===== src/uhi_regs.svh =====
// Register indices, bit positions, reset values and codes of the irq block.
`ifndef UHI_REGS_SVH
`define UHI_REGS_SVH
`define UHI_IDX_FLAGS 8'h03
`define UHI_IDX_ENABLES 8'h04
`define UHI_IDX_CLEARER 8'h05
`define UHI_IDX_TALLY 8'h06
`define UHI_IDX_MODE 8'h07
`define UHI_WR_FLAGS 8'h83
`define UHI_WR_ENABLES 8'h84
`define UHI_WR_CLEARER 8'h85
`define UHI_WR_MODE 8'h87
`define UHI_BIT_HUB 6
`define UHI_BIT_WRAP 5
`define UHI_BIT_FATAL 4
`define UHI_BIT_RESUME 3
`define UHI_BIT_FRAME 2
`define UHI_BIT_OVERRUN 0
`define UHI_BIT_GATE 31
`define UHI_EV_MASK 7'h7D
`define UHI_RST_FLAGS 7'h00
`define UHI_RST_ENABLES 7'h00
`define UHI_RST_TALLY 2'h0
`define UHI_TALLY_LSB 16
`endif


===== src/uhi_pkg.sv =====
// Types shared by the irq status and enable block.
package uhi_pkg;
   typedef struct packed {
      logic [6:0] flags;
      logic [6:0] ens;
      logic gate;
      logic [1:0] tally;
      logic compat;
      logic msb_q;
      logic msb_seen;
      logic res_q;
      logic wr_pend;
      logic [7:0] widx;
      logic [31:0] rdata;
      logic ready;
      logic irq;
      logic halt;
   } uhi_state_t;
endpackage


===== src/uhi_irq.sv =====
// Host-side interrupt status, enable and gating with an AHB-Lite slave.
`timescale 1ns/100ps
`default_nettype none
`include "uhi_regs.svh"

// Functional notes
// RQ1 - Events set sticky flags until software clears.
// RQ2 - Request only when flag, enable, gate set.
// RQ3 - Write one clears flag; zero ignored.
// RQ4 - Software never sets; hardware never clears.
// RQ5 - Flags read code 03, written 83.
// RQ6 - Enables read code 04, written 84.
// RQ7 - Hub or port change sets bit 6.
// RQ8 - Frame counter bit 15 toggle sets bit 5.
// RQ9 - System error sets bit 4; compat reads zero.
// RQ10 - Fatal error halts processing until corrected.
// RQ11 - Software clears fatal flag only after reset; the code clears it on any write of one to bit 4.
// RQ12 - Resume start sets bit 3, not software.
// RQ13 - Frame start sets bit 2.
// RQ14 - Overrun sets bit 0, bumps tally.
// RQ15 - Enable gates same bit; reserved bits inert.
// RQ16 - Enable write one sets; zero ignored.
// RQ17 - Enable read returns all bits, gate too.
// RQ18 - Bit 31 gate: one sets, zero ignored.
// RQ19 - Clearer write one clears enables; reads enables.
// RQ20 - Two-bit tally counts every overrun, wraps.
// RQ21 - Level request; registers zero on any reset; host_core_reset leaves the mode bit compat as it was.
module uhi_irq (
   input wire logic hclk,
   input wire logic hresetn,
   input wire logic hsel,
   input wire logic [31:0] haddr,
   input wire logic [1:0] htrans,
   input wire logic hwrite,
   input wire logic [2:0] hsize,
   input wire logic [31:0] hwdata,
   input wire logic hready,
   output logic hreadyout,
   output logic [31:0] hrdata,
   output logic hresp,
   input wire logic hub_status_change,
   input wire logic port1_status_change,
   input wire logic port2_status_change,
   input wire logic frame_number_msb,
   input wire logic system_error,
   input wire logic resume_signalling,
   input wire logic resume_state,
   input wire logic frame_start,
   input wire logic schedule_overrun,
   input wire logic host_core_reset,
   output logic irq,
   output logic processing_halt
);
   uhi_pkg::uhi_state_t s_r;
   uhi_pkg::uhi_state_t s_nxt;
   logic [7:0] a_idx;
   logic [7:0] w_code;
   logic [6:0] ev;
   logic [6:0] rd_flags;
   logic a_take;

   assign a_idx = haddr[9:2];
   assign a_take = hsel & hready & htrans[1];

   always_comb begin
      s_nxt = s_r;
      ev = 7'h00;
      rd_flags = 7'h00;
      w_code = {1'b1, s_r.widx[6:0]};
      // Writes are applied first so that a same-cycle event set wins.
      if (s_r.wr_pend && !s_r.widx[7]) begin
         unique case (w_code)
            // RQ3 clear on one
            `UHI_WR_FLAGS: begin
               s_nxt.flags = s_r.flags & ~hwdata[6:0];
            end
            // RQ6 RQ16 set on one
            `UHI_WR_ENABLES: begin
               s_nxt.ens = s_r.ens | (hwdata[6:0] & `UHI_EV_MASK);
               // RQ18 gate set only
               s_nxt.gate = s_r.gate | hwdata[`UHI_BIT_GATE];
            end
            // RQ19 clearer write
            `UHI_WR_CLEARER: begin
               s_nxt.ens = s_r.ens & ~hwdata[6:0];
               s_nxt.gate = s_r.gate & ~hwdata[`UHI_BIT_GATE];
            end
            `UHI_WR_MODE: begin
               s_nxt.compat = hwdata[0];
            end
            default: begin
            end
         endcase
      end
      // RQ7 hub change
      ev[`UHI_BIT_HUB] = hub_status_change | port1_status_change |
                        port2_status_change;
      // RQ8 msb toggle
      ev[`UHI_BIT_WRAP] = s_r.msb_seen &
                         (frame_number_msb ^ s_r.msb_q);
      // RQ9 system error
      ev[`UHI_BIT_FATAL] = system_error & ~s_nxt.compat;
      // RQ12 resume edge
      ev[`UHI_BIT_RESUME] = resume_signalling & ~s_r.res_q &
                           ~resume_state;
      // RQ13 frame start
      ev[`UHI_BIT_FRAME] = frame_start;
      // RQ14 overrun flag
      ev[`UHI_BIT_OVERRUN] = schedule_overrun;
      // RQ1 RQ4 RQ15 sticky set
      s_nxt.flags = (s_nxt.flags | ev) & `UHI_EV_MASK;
      // RQ20 tally counts
      if (schedule_overrun) begin
         s_nxt.tally = s_r.tally + 2'h1;
      end
      s_nxt.msb_q = frame_number_msb;
      s_nxt.msb_seen = 1'b1;
      s_nxt.res_q = resume_signalling;
      // RQ21 soft reset
      if (host_core_reset) begin
         s_nxt.flags = `UHI_RST_FLAGS;
         s_nxt.ens = `UHI_RST_ENABLES;
         s_nxt.gate = 1'b0;
         s_nxt.tally = `UHI_RST_TALLY;
      end
      // RQ9 compat reads zero
      rd_flags = s_nxt.flags;
      if (s_nxt.compat) begin
         rd_flags[`UHI_BIT_FATAL] = 1'b0;
      end
      s_nxt.wr_pend = 1'b0;
      s_nxt.ready = 1'b1;
      if (a_take) begin
         // Writes above the register window are dropped, not aliased.
         s_nxt.wr_pend = hwrite && haddr[31:10] == 22'h00_0000;
         s_nxt.widx = a_idx;
         s_nxt.rdata = 32'h0000_0000;
         // Read data reflects any write retiring on this very edge.
         if (!hwrite && haddr[31:10] == 22'h00_0000) begin
            unique case (a_idx)
               // RQ5 flags read
               `UHI_IDX_FLAGS: begin
                  s_nxt.rdata = {25'h000_0000, rd_flags};
               end
               // RQ6 RQ17 enables read
               `UHI_IDX_ENABLES, `UHI_IDX_CLEARER: begin
                  s_nxt.rdata = {s_nxt.gate, 24'h00_0000, s_nxt.ens};
               end
               `UHI_IDX_TALLY: begin
                  s_nxt.rdata = {14'h0000, s_nxt.tally,
                                 16'h0000};
               end
               `UHI_IDX_MODE: begin
                  s_nxt.rdata = {31'h0000_0000, s_nxt.compat};
               end
               default: begin
               end
            endcase
         end
      end
      // RQ2 gated request
      s_nxt.irq = s_nxt.gate & |(s_nxt.flags & s_nxt.ens);
      // RQ10 halt on fatal
      s_nxt.halt = s_nxt.flags[`UHI_BIT_FATAL];
   end

   always_ff @(posedge hclk or negedge hresetn) begin
      if (!hresetn) begin
         s_r <= '0;
         s_r.ready <= 1'b1;
      end else begin
         s_r <= s_nxt;
      end
   end

   assign hreadyout = s_r.ready;
   assign hrdata = s_r.rdata;
   assign hresp = 1'b0;
   assign irq = s_r.irq;
   assign processing_halt = s_r.halt;
endmodule
`default_nettype wire


===== config.mk =====
export PLATFORM = sky130hd
export DESIGN_NAME = uhi_irq
export DESIGN_NICKNAME = d
export VERILOG_FILES = /design/src/uhi_pkg.sv /design/src/uhi_irq.sv
export VERILOG_INCLUDE_DIRS = /design/src /design/src/src
export SDC_FILE = /design/constraint.sdc
export NUM_CORES = 1
export LEC_CHECK = 0
export BUFFER_PORTS_ARGS = -buffer_cell sky130_fd_sc_hd__buf_2
export CAP_MARGIN = 20
export CORE_ASPECT_RATIO = 0.75
export CORE_MARGIN = 4
export CORE_UTILIZATION = 35
export CTS_CLUSTER_DIAMETER = 60
export DETAILED_ROUTE_END_ITERATION = 16
export PLACE_DENSITY = 0.62
export SYNTH_ARGS = -nofsm -noshare
export SYNTH_HDL_FRONTEND = slang
export SYNTH_SLANG_ARGS = --single-unit

===== constraint.sdc =====
create_clock -name hclk -period 2.8 [get_ports hclk]
set_input_delay 0.14 -clock hclk [delete_from_list [all_inputs] [get_ports hclk]]
set_output_delay 0.14 -clock hclk [all_outputs]
set_load 0.01 [all_outputs]

After elaboration in Yosys (flattened, before gate mapping)
Cells that the tools add are included.
Storage, ports and cells
  register bits after elaboration: 64
  input port bits: 84
  output and inout bits: 36
  word-level logic and storage cells: 64
Operators by class
  add/subtract/negate cells: 1
  equality and inequality tests: 9
  muxes and demuxes: 11
  bitwise logic cells: 22
  reduce and logical (&&, ||, !) cells: 8
Operators with widths (number)
  case mux 32 bit (4 select lines): 1
  two-way mux 41 bit: 1
  equality test 8 x 3 -> 1 bit (second input constant): 4
  two-way mux 32 bit: 1
  logical NOT 22 bit: 1
  bitwise AND 7 bit: 3
  equality test 7 x 3 -> 1 bit (second input constant): 3
  two-way mux 17 bit: 1
  case mux 8 bit (2 select lines): 1
  two-way mux 15 bit: 1
  bitwise OR 7 bit: 2
  bitwise AND 1 bit: 8
  equality test 8 x 2 -> 1 bit (second input constant): 1
  equality test 7 x 2 -> 1 bit (second input constant): 1
  two-way mux 7 bit: 1
  inverter 7 bit: 1
  OR reduction 7 bit: 1
  inverter 1 bit: 4
  logical AND 1 bit: 3
  two-way mux 1 bit: 3
  bitwise OR 1 bit: 3
  adder 2 x 1 -> 2 bit (second input constant): 1
  logical NOT 1 bit: 2
  two-way mux 2 bit: 1
  other kinds (2): 2

Logic depth before layout (Yosys ltp)
Gate-level depths: netlist of the first run.
  word-level depth: 11
  gate-level depth with buffers: 7
  gate-level depth less buffers: 5

Least setup slack after synthesis of the first run
No wires, ideal clock.
  path kind: flip-flop to flip-flop
  start point: register s_r[38] in the netlist's numbering
  end point: register s_r, in the netlist irq
  library setup time: 139 ps
  arrival time: 1667 ps
  required time: 2661 ps
  setup slack: 994 ps
  stages on the path, launching flop included: 6
  path buffers: 0
  period minus slack after synthesis: 1806 ps
  cells stage by stage: dfrtp_1 -> or4_1 -> o41ai_1 -> nand2_1 -> a22oi_1 -> a41oi_1
RTL lines
  start: declaration: line uhi_irq.sv:54  | uhi_pkg::uhi_state_t s_r;
  start signal: assignment: line uhi_irq.sv:172  | s_r <= s_nxt;

==> flow_summary.toml, run 1 <==
[routing]
drc = 0
drt_iter0_drc = 81
wl_per_cell_um = 14.9
route.antenna.remaining_nets = 0
drt-vias-per-instance = 4.82
drt_pre_antenna_iters = 4
vias = 1727
drt-total-wl_um = 5330

[setup_path]
slowest_stage = "or4_1"
critPathLaunchType = "register"
arrival_ns = 2.25
required_ns = 2.96
max_stage_delay_ns = 0.59
worstReg2RegStart = "s_r[38]$_DFFE_PN0P_"
path_cells = "or4_1 -> nor3_1 -> a31oi_1 -> a22oi_1 -> a41oi_1"
path_class = "reg -> reg"
worstPathMaxFanout = 3
crit_family = "simple AND/OR/NAND/NOR gates"
regToRegEndpoint = "irq$_DFF_PN0_"
r2r_slack_ns = 0.71
crit_path_end_kind = "register"
path_buf_inv = 0
r2r_cells = 5

[status]
violations = "hold timing"
status = "complete, but fails checks"

[cells_and_area]
final_nets = 363
drive_above_1_share_pct = 33.9
diodes = 0
area_delta_synth_final_pct = 17.8
layout_commonest_cell = "buf_2"
final_cell_mix = "65 x buf_2, 40 x dfrtp_1, 25 x conb_1, 18 x nand2_1, 13 x mux2_2"

[floorplan]
fp.dieH_um = 76.9
placement_rows = 24
core_sq_um = 5980
die_area_sq_um = 7690
die_w_um = 99.9
start_util_pct = 37.1
ios = 120

[grt]
grt_first_pass_wirelength_um = 8470
grt_max_degree = 41
grt_antenna_before_repair = 0
grt_pass1_vias = 1692
grtUsageTotal_pct = 13.9
grt-ovfl-total = 0

[sta]
tightest_slew_ns = 0.905
setup_viol = 0
slew_headroom_pct = 39.6
fin_crit_sh_pct = 74.5
max_freq_mhz = 479
hold_viol_final = 40
setup_tns_ns = 0
fin_crit_ns = 2.09
report.final.slew_viol_count = 0
rsz0062_at_grt = "false"
whs_ns = -0.0253
fin_worst_skew_ns = 0.00847

[yosys]
ys_warn_count = 0
syn_inst = 220
synth_edf_count = 0
ys_types = 47
synthArstFlopShare_pct = 100
ys_seq_area_share_pct = 45.1
netlist_area_sq_um = 2220
avgSynthCellArea_sq_um = 10.1
ys.flop_type = "dfrtp_1"
ys_ff_latch = 40

[cts]
cts_buffers = 5
h-tree-depth = 2
cts_tree = "done"
clkSinkCount = 40
clock_path_buffers = 2
cts.clk_slew.worst_paths_ns = 0.08
ctsResizeCount = 0
ctsRootBufferMaster = "clkbuf_8"
clkLatencyLatePin_ns = 0.29

[pwr]
p_leak_nw = 1.27
ir_drop_mv = 0.323
totalPowerFinal_w = 0.00132
cellPowerDensity_nw_per_um2 = 504

[placement]
gp_congestion = 0.800
port-buffer-count = 65
hpwl_um = 4190

[hold_path]
hp-class = "in -> async"

[flow_run]
cap_viol_max_count = 0
==> synthesized netlist by cell type, types with 2 or more instances <==
library cell | number | area (sq um)
dfrtp_1 | 40 | 1000
buf_4 | 34 | 255
nand2_1 | 18 | 67.6
mux2_2 | 13 | 146
nor2b_1 | 9 | 56.3
inv_1 | 8 | 30.0
nand3_1 | 8 | 40.0
nor2_1 | 7 | 26.3
nor4_1 | 7 | 43.8
nand3b_1 | 6 | 45.0
a22oi_1 | 5 | 37.5
o21ai_1 | 5 | 25.0
buf_2 | 4 | 20.0
clkbuf_1 | 4 | 15.0
nor3_1 | 4 | 20.0
a41oi_1 | 3 | 26.3
nand4_1 | 3 | 18.8
nand4b_1 | 3 | 26.3
a21o_1 | 2 | 15.0
a21oi_1 | 2 | 10.0
a31oi_1 | 2 | 12.5
conb_1 | 2 | 7.51
mux2i_1 | 2 | 20.0
nand2b_1 | 2 | 12.5
nor4b_1 | 2 | 17.5
or2_2 | 2 | 12.5
or4_1 | 2 | 15.0
xor2_1 | 2 | 17.5
==> kinds of logic (layout without fill, tap and decap cells) <==
| logic type | after synthesis | count (layout) | synth area share (%) |
|---|---|---|---|
| AOI/OAI and AO/OA | 29 | 29 | 9.48 |
| xor gates and xnor gates | 3 | 3 | 1.19 |
| buffers and inverters | 50 | 87 | 14.4 |
| DFF | 40 | 40 | 45.1 |
| muxes | 15 | 15 | 7.51 |
| other | 2 | 25 | 0.339 |
| and+or+nand+nor | 81 | 81 | 21.9 |
==> per-stage QoR <==
| stage | worst slack, ns | instance area, sq um | util (%) | std cells |
|---|---|---|---|---|
| after floorplan | 0.994 | 2300 | - | 243 |
| after global placement | 0.761 | 2470 | 41.3 | 348 |
| after detailed placement | 0.730 | 2470 | 41.3 | 348 |
| after CTS | 0.727 | 2610 | 43.7 | 358 |
| after global routing | 0.546 | 2610 | 43.7 | 358 |
| final | 0.714 | 2610 | 43.7 | 358 |
==> final cells by class <==
class | instances | area, sq um
multi-input cells | 153 | 982
well taps | 78 | 97.6
clock buffers | 7 | 96.3
flip-flops and latches | 40 | 1000
inverters | 8 | 30.0
repair buffers | 71 | 375
clock inverters | 1 | 30.0
fillers | 600 | 3360
==> timing repair <==
action | in CTS | in global routing
setup buffers | 0 | 0
endpoints found under the hold margin | 2 | 0
hold buffers | 2 | 0
==> worst max-delay path by stage <==
stage / startpoint / endpoint / cells past startpoint
floorplan: s_r[38]$_DFFE_PN0P_ / irq$_DFF_PN0_ / 5
global route: s_r[38]$_DFFE_PN0P_ / irq$_DFF_PN0_ / 5
finish: s_r[38]$_DFFE_PN0P_ / irq$_DFF_PN0_ / 5
CTS: s_r[38]$_DFFE_PN0P_ / irq$_DFF_PN0_ / 5
global placement: s_r[38]$_DFFE_PN0P_ / irq$_DFF_PN0_ / 5
detailed placement: s_r[38]$_DFFE_PN0P_ / irq$_DFF_PN0_ / 5
==> routing by layer <==
layer,vias up,share of wire [%],wire (um),global-route usage (%)
met4,0,0,0,2.86
li1,841,-,-,-
met3,0,8.0,428,3.54
met5,-,0,0,0
met1,822,47,2490,20.7
met2,64,45,2410,20.3
==> sequential cells by signal (all words and copies together), names as in the netlist <==
signal  flops
irq         1
hrdata     10
s_r        29
==> report_power, final <==
group | switching, W | internal [W]
clock network | 0.000204 | 0.000315
registers | 0.0000258 | 0.000609
logic | 0.0000928 | 0.0000693
total | 0.000323 | 0.000993
Note: power is estimated with default switching activity, not from simulation.
==> run 2, diff against run 1 <==
--- a/config.mk
+++ b/config.mk
@@ -13,7 +13,7 @@
 export CORE_UTILIZATION = 35
 export CTS_CLUSTER_DIAMETER = 60
 export DETAILED_ROUTE_END_ITERATION = 16
-export PLACE_DENSITY = 0.62
+export PLACE_DENSITY = 0.65
 export SYNTH_ARGS = -nofsm -noshare
 export SYNTH_HDL_FRONTEND = slang
 export SYNTH_SLANG_ARGS = --single-unit
==> constraint.sdc (replaced) <==
create_clock -name hclk -period 1.8 [get_ports hclk]
set_input_delay 0.09 -clock hclk [delete_from_list [all_inputs] [get_ports hclk]]
set_output_delay 0.09 -clock hclk [all_outputs]
set_load 0.01 [all_outputs]
==> run 2 against run 1 <==
Effect of this change: the run ends with setup timing left; clock power rose by 7.9%; hold slack improved by 0.059 ns; non-clock buffer count increased by 24; die area unchanged; setup slack got worse by 0.83 ns; total power is 47% higher; routed wire length grew 12%; combinational power rose by 140%; sequential share of layout area decreased by 4.7 points; highest routed layer is now met4.
==> flow_summary.toml, run 2 (same netlist as run 1, synthesis figures left out) <==
[status]
status = "complete, but fails checks"
violations = "setup timing"

[pwr]
power_frac_comb_pct = 20.0
p_seq_share_pct = 50.9
cellPowerDensity_nw_per_um2 = 648
p_int_w = 0.00139
p_sw_w = 0.000536
switching_share_pct = 27.8
p_leak_nw = 1.43
ir_drop_mv = 0.379
pwr-share-clk_pct = 29.0

[sta]
tightest_slew_ns = 0.496
fin_worst_skew_ns = 0.00417
fin_crit_ns = 1.91
setup_viol = 7
max_freq_mhz = 523
report.final.slew_viol_count = 0
rsz0062_at_grt = "true"
fin_crit_sh_pct = 106
slew_headroom_pct = 66.5
whs_ns = 0.0334
worst_slack_ns = -0.111
hold_viol_final = 0

[routing]
drt-vias-per-instance = 4.80
drt_pre_antenna_iters = 4
drt-total-wl_um = 5960
route.antenna.remaining_nets = 0
vias = 1827
wl_per_cell_um = 15.6
drt_iter0_drc = 106
drc = 0

[flow_run]
cap_viol_max_count = 0

[cells_and_area]
drive_above_1_share_pct = 46.5
largest_reg_flops = 29
final_nets = 387
area_delta_synth_final_pct = 34.3
regMostFlops = "s_r"
diodes = 0
layout_commonest_cell = "buf_2"
final_cell_mix = "65 x buf_2, 40 x dfrtp_1, 25 x conb_1, 19 x buf_4, 17 x nand2_1"

[setup_path]
r2r_cells = 5
max_stage_delay_ns = 0.60
path_class = "reg -> reg"
path_buf_inv = 0
crit_family = "simple AND/OR/NAND/NOR gates"
critPathLaunchType = "register"
arrival_ns = 2.06
required_ns = 1.95
path_cells = "or4_4 -> o41ai_4 -> nand2_2 -> a22oi_2 -> a41oi_2"
slowest_stage = "or4_4"
crit_path_end_kind = "register"
cp.depth = 5
worstPathMaxFanout = 3

[floorplan]
fp.dieH_um = 76.9
start_util_pct = 37.1
die_w_um = 99.9
ios = 120
core_sq_um = 5980
die_area_sq_um = 7690
placement_rows = 24

[cts]
ctsRootBufferMaster = "clkbuf_8"
clkLatencyLatePin_ns = 0.29
cts.clk_slew.worst_paths_ns = 0.07
clock_path_buffers = 2
cts_buffers = 5
clkSinkCount = 40
h-tree-depth = 2
cts_tree = "done"

[placement]
dp_slack_ns = -0.186
port-buffer-count = 65
hpwl_um = 4280
gp_congestion = 0.840

[grt]
grt_first_pass_wirelength_um = 9320
grt-ovfl-total = 0
grtUsageTotal_pct = 15.2
grt_max_degree = 41
grt_antenna_before_repair = 0
grt_pass1_vias = 1850

[hold_path]
hp-class = "in -> reg"
hold_path_depth = 3
==> run 2: area by class of cell <==
class                      count  area, sq um
clock buffer                   6         72.6
clock inverter                 1         5.00
fill                         561         3000
inverter                       8         30.0
multi-input combinational    153         1170
sequential                    40         1000
tap                           78         97.6
timing repair buffer          95          597
==> run 2: power by group through the flow <==
stage                     clock (W)  sequential [W]  combinational [W]
after global routing       0.000622        0.000989           0.000420
after floorplan                   0        0.000994           0.000173
after detailed placement          0        0.000995           0.000302
final                      0.000560        0.000983           0.000386
after global placement            0        0.000992           0.000297
after CTS                  0.000572        0.000979           0.000360
==> run 2: path summary, 6_finish.rpt <==
kind / startpoint / end / slack, ns
max reg2reg: s_r[40]$_DFFE_PN0P_ / irq$_DFF_PN0_ / -0.11
max in group asynchronous: hresetn / hrdata[17]$_DFFE_PN0P_ / 1.06
min: hwrite / s_r[43]$_DFF_PN0_ / 0.03
min reg2reg: hrdata[17]$_DFFE_PN0P_ / hrdata[17]$_DFFE_PN0P_ / 0.46
min in group asynchronous: hresetn / s_r[38]$_DFFE_PN0P_ / 0.38
max: s_r[40]$_DFFE_PN0P_ / irq$_DFF_PN0_ / -0.11
==> run 2: through the flow <==
stage | instance area, sq um | util (%) | setup TNS [ns] | std cells | total power (W)
floorplan | 2310 | - | 0 | 243 | 0.00117
global placement | 2590 | 43.4 | -0.687 | 364 | 0.00129
detailed placement | 2590 | 43.4 | -0.880 | 364 | 0.00130
CTS | 2890 | 48.4 | -0.512 | 381 | 0.00191
global route | 2980 | 49.8 | -1.24 | 381 | 0.00203
finish | 2980 | 49.8 | -0.543 | 381 | 0.00193
==> run 2: worst register-to-register path, stage by stage, from the launching register on <==
cell and delay (ns):
dfrtp_1 0.38, or4_4 0.60, o41ai_4 0.37, nand2_2 0.13, a22oi_2 0.17, a41oi_2 0.13
==> run 2: what timing repair did <==
action	CTS	global route
endpoints found under the hold margin	42	0
gates resized for setup	28	17
setup buffers	7	1
hold buffers	3	0
pin swaps	11	10
setup endpoints to repair	8	13
==> run 2: layer usage <==
layer | routed length, um | track usage (%) | share of wire (%)
met2 | 2890 | 24.6 | 48
met4 | 37 | 2.46 | 0.62
met3 | 300 | 3.54 | 5.0
met1 | 2740 | 21.0 | 46
met5 | 0 | 0 | 0
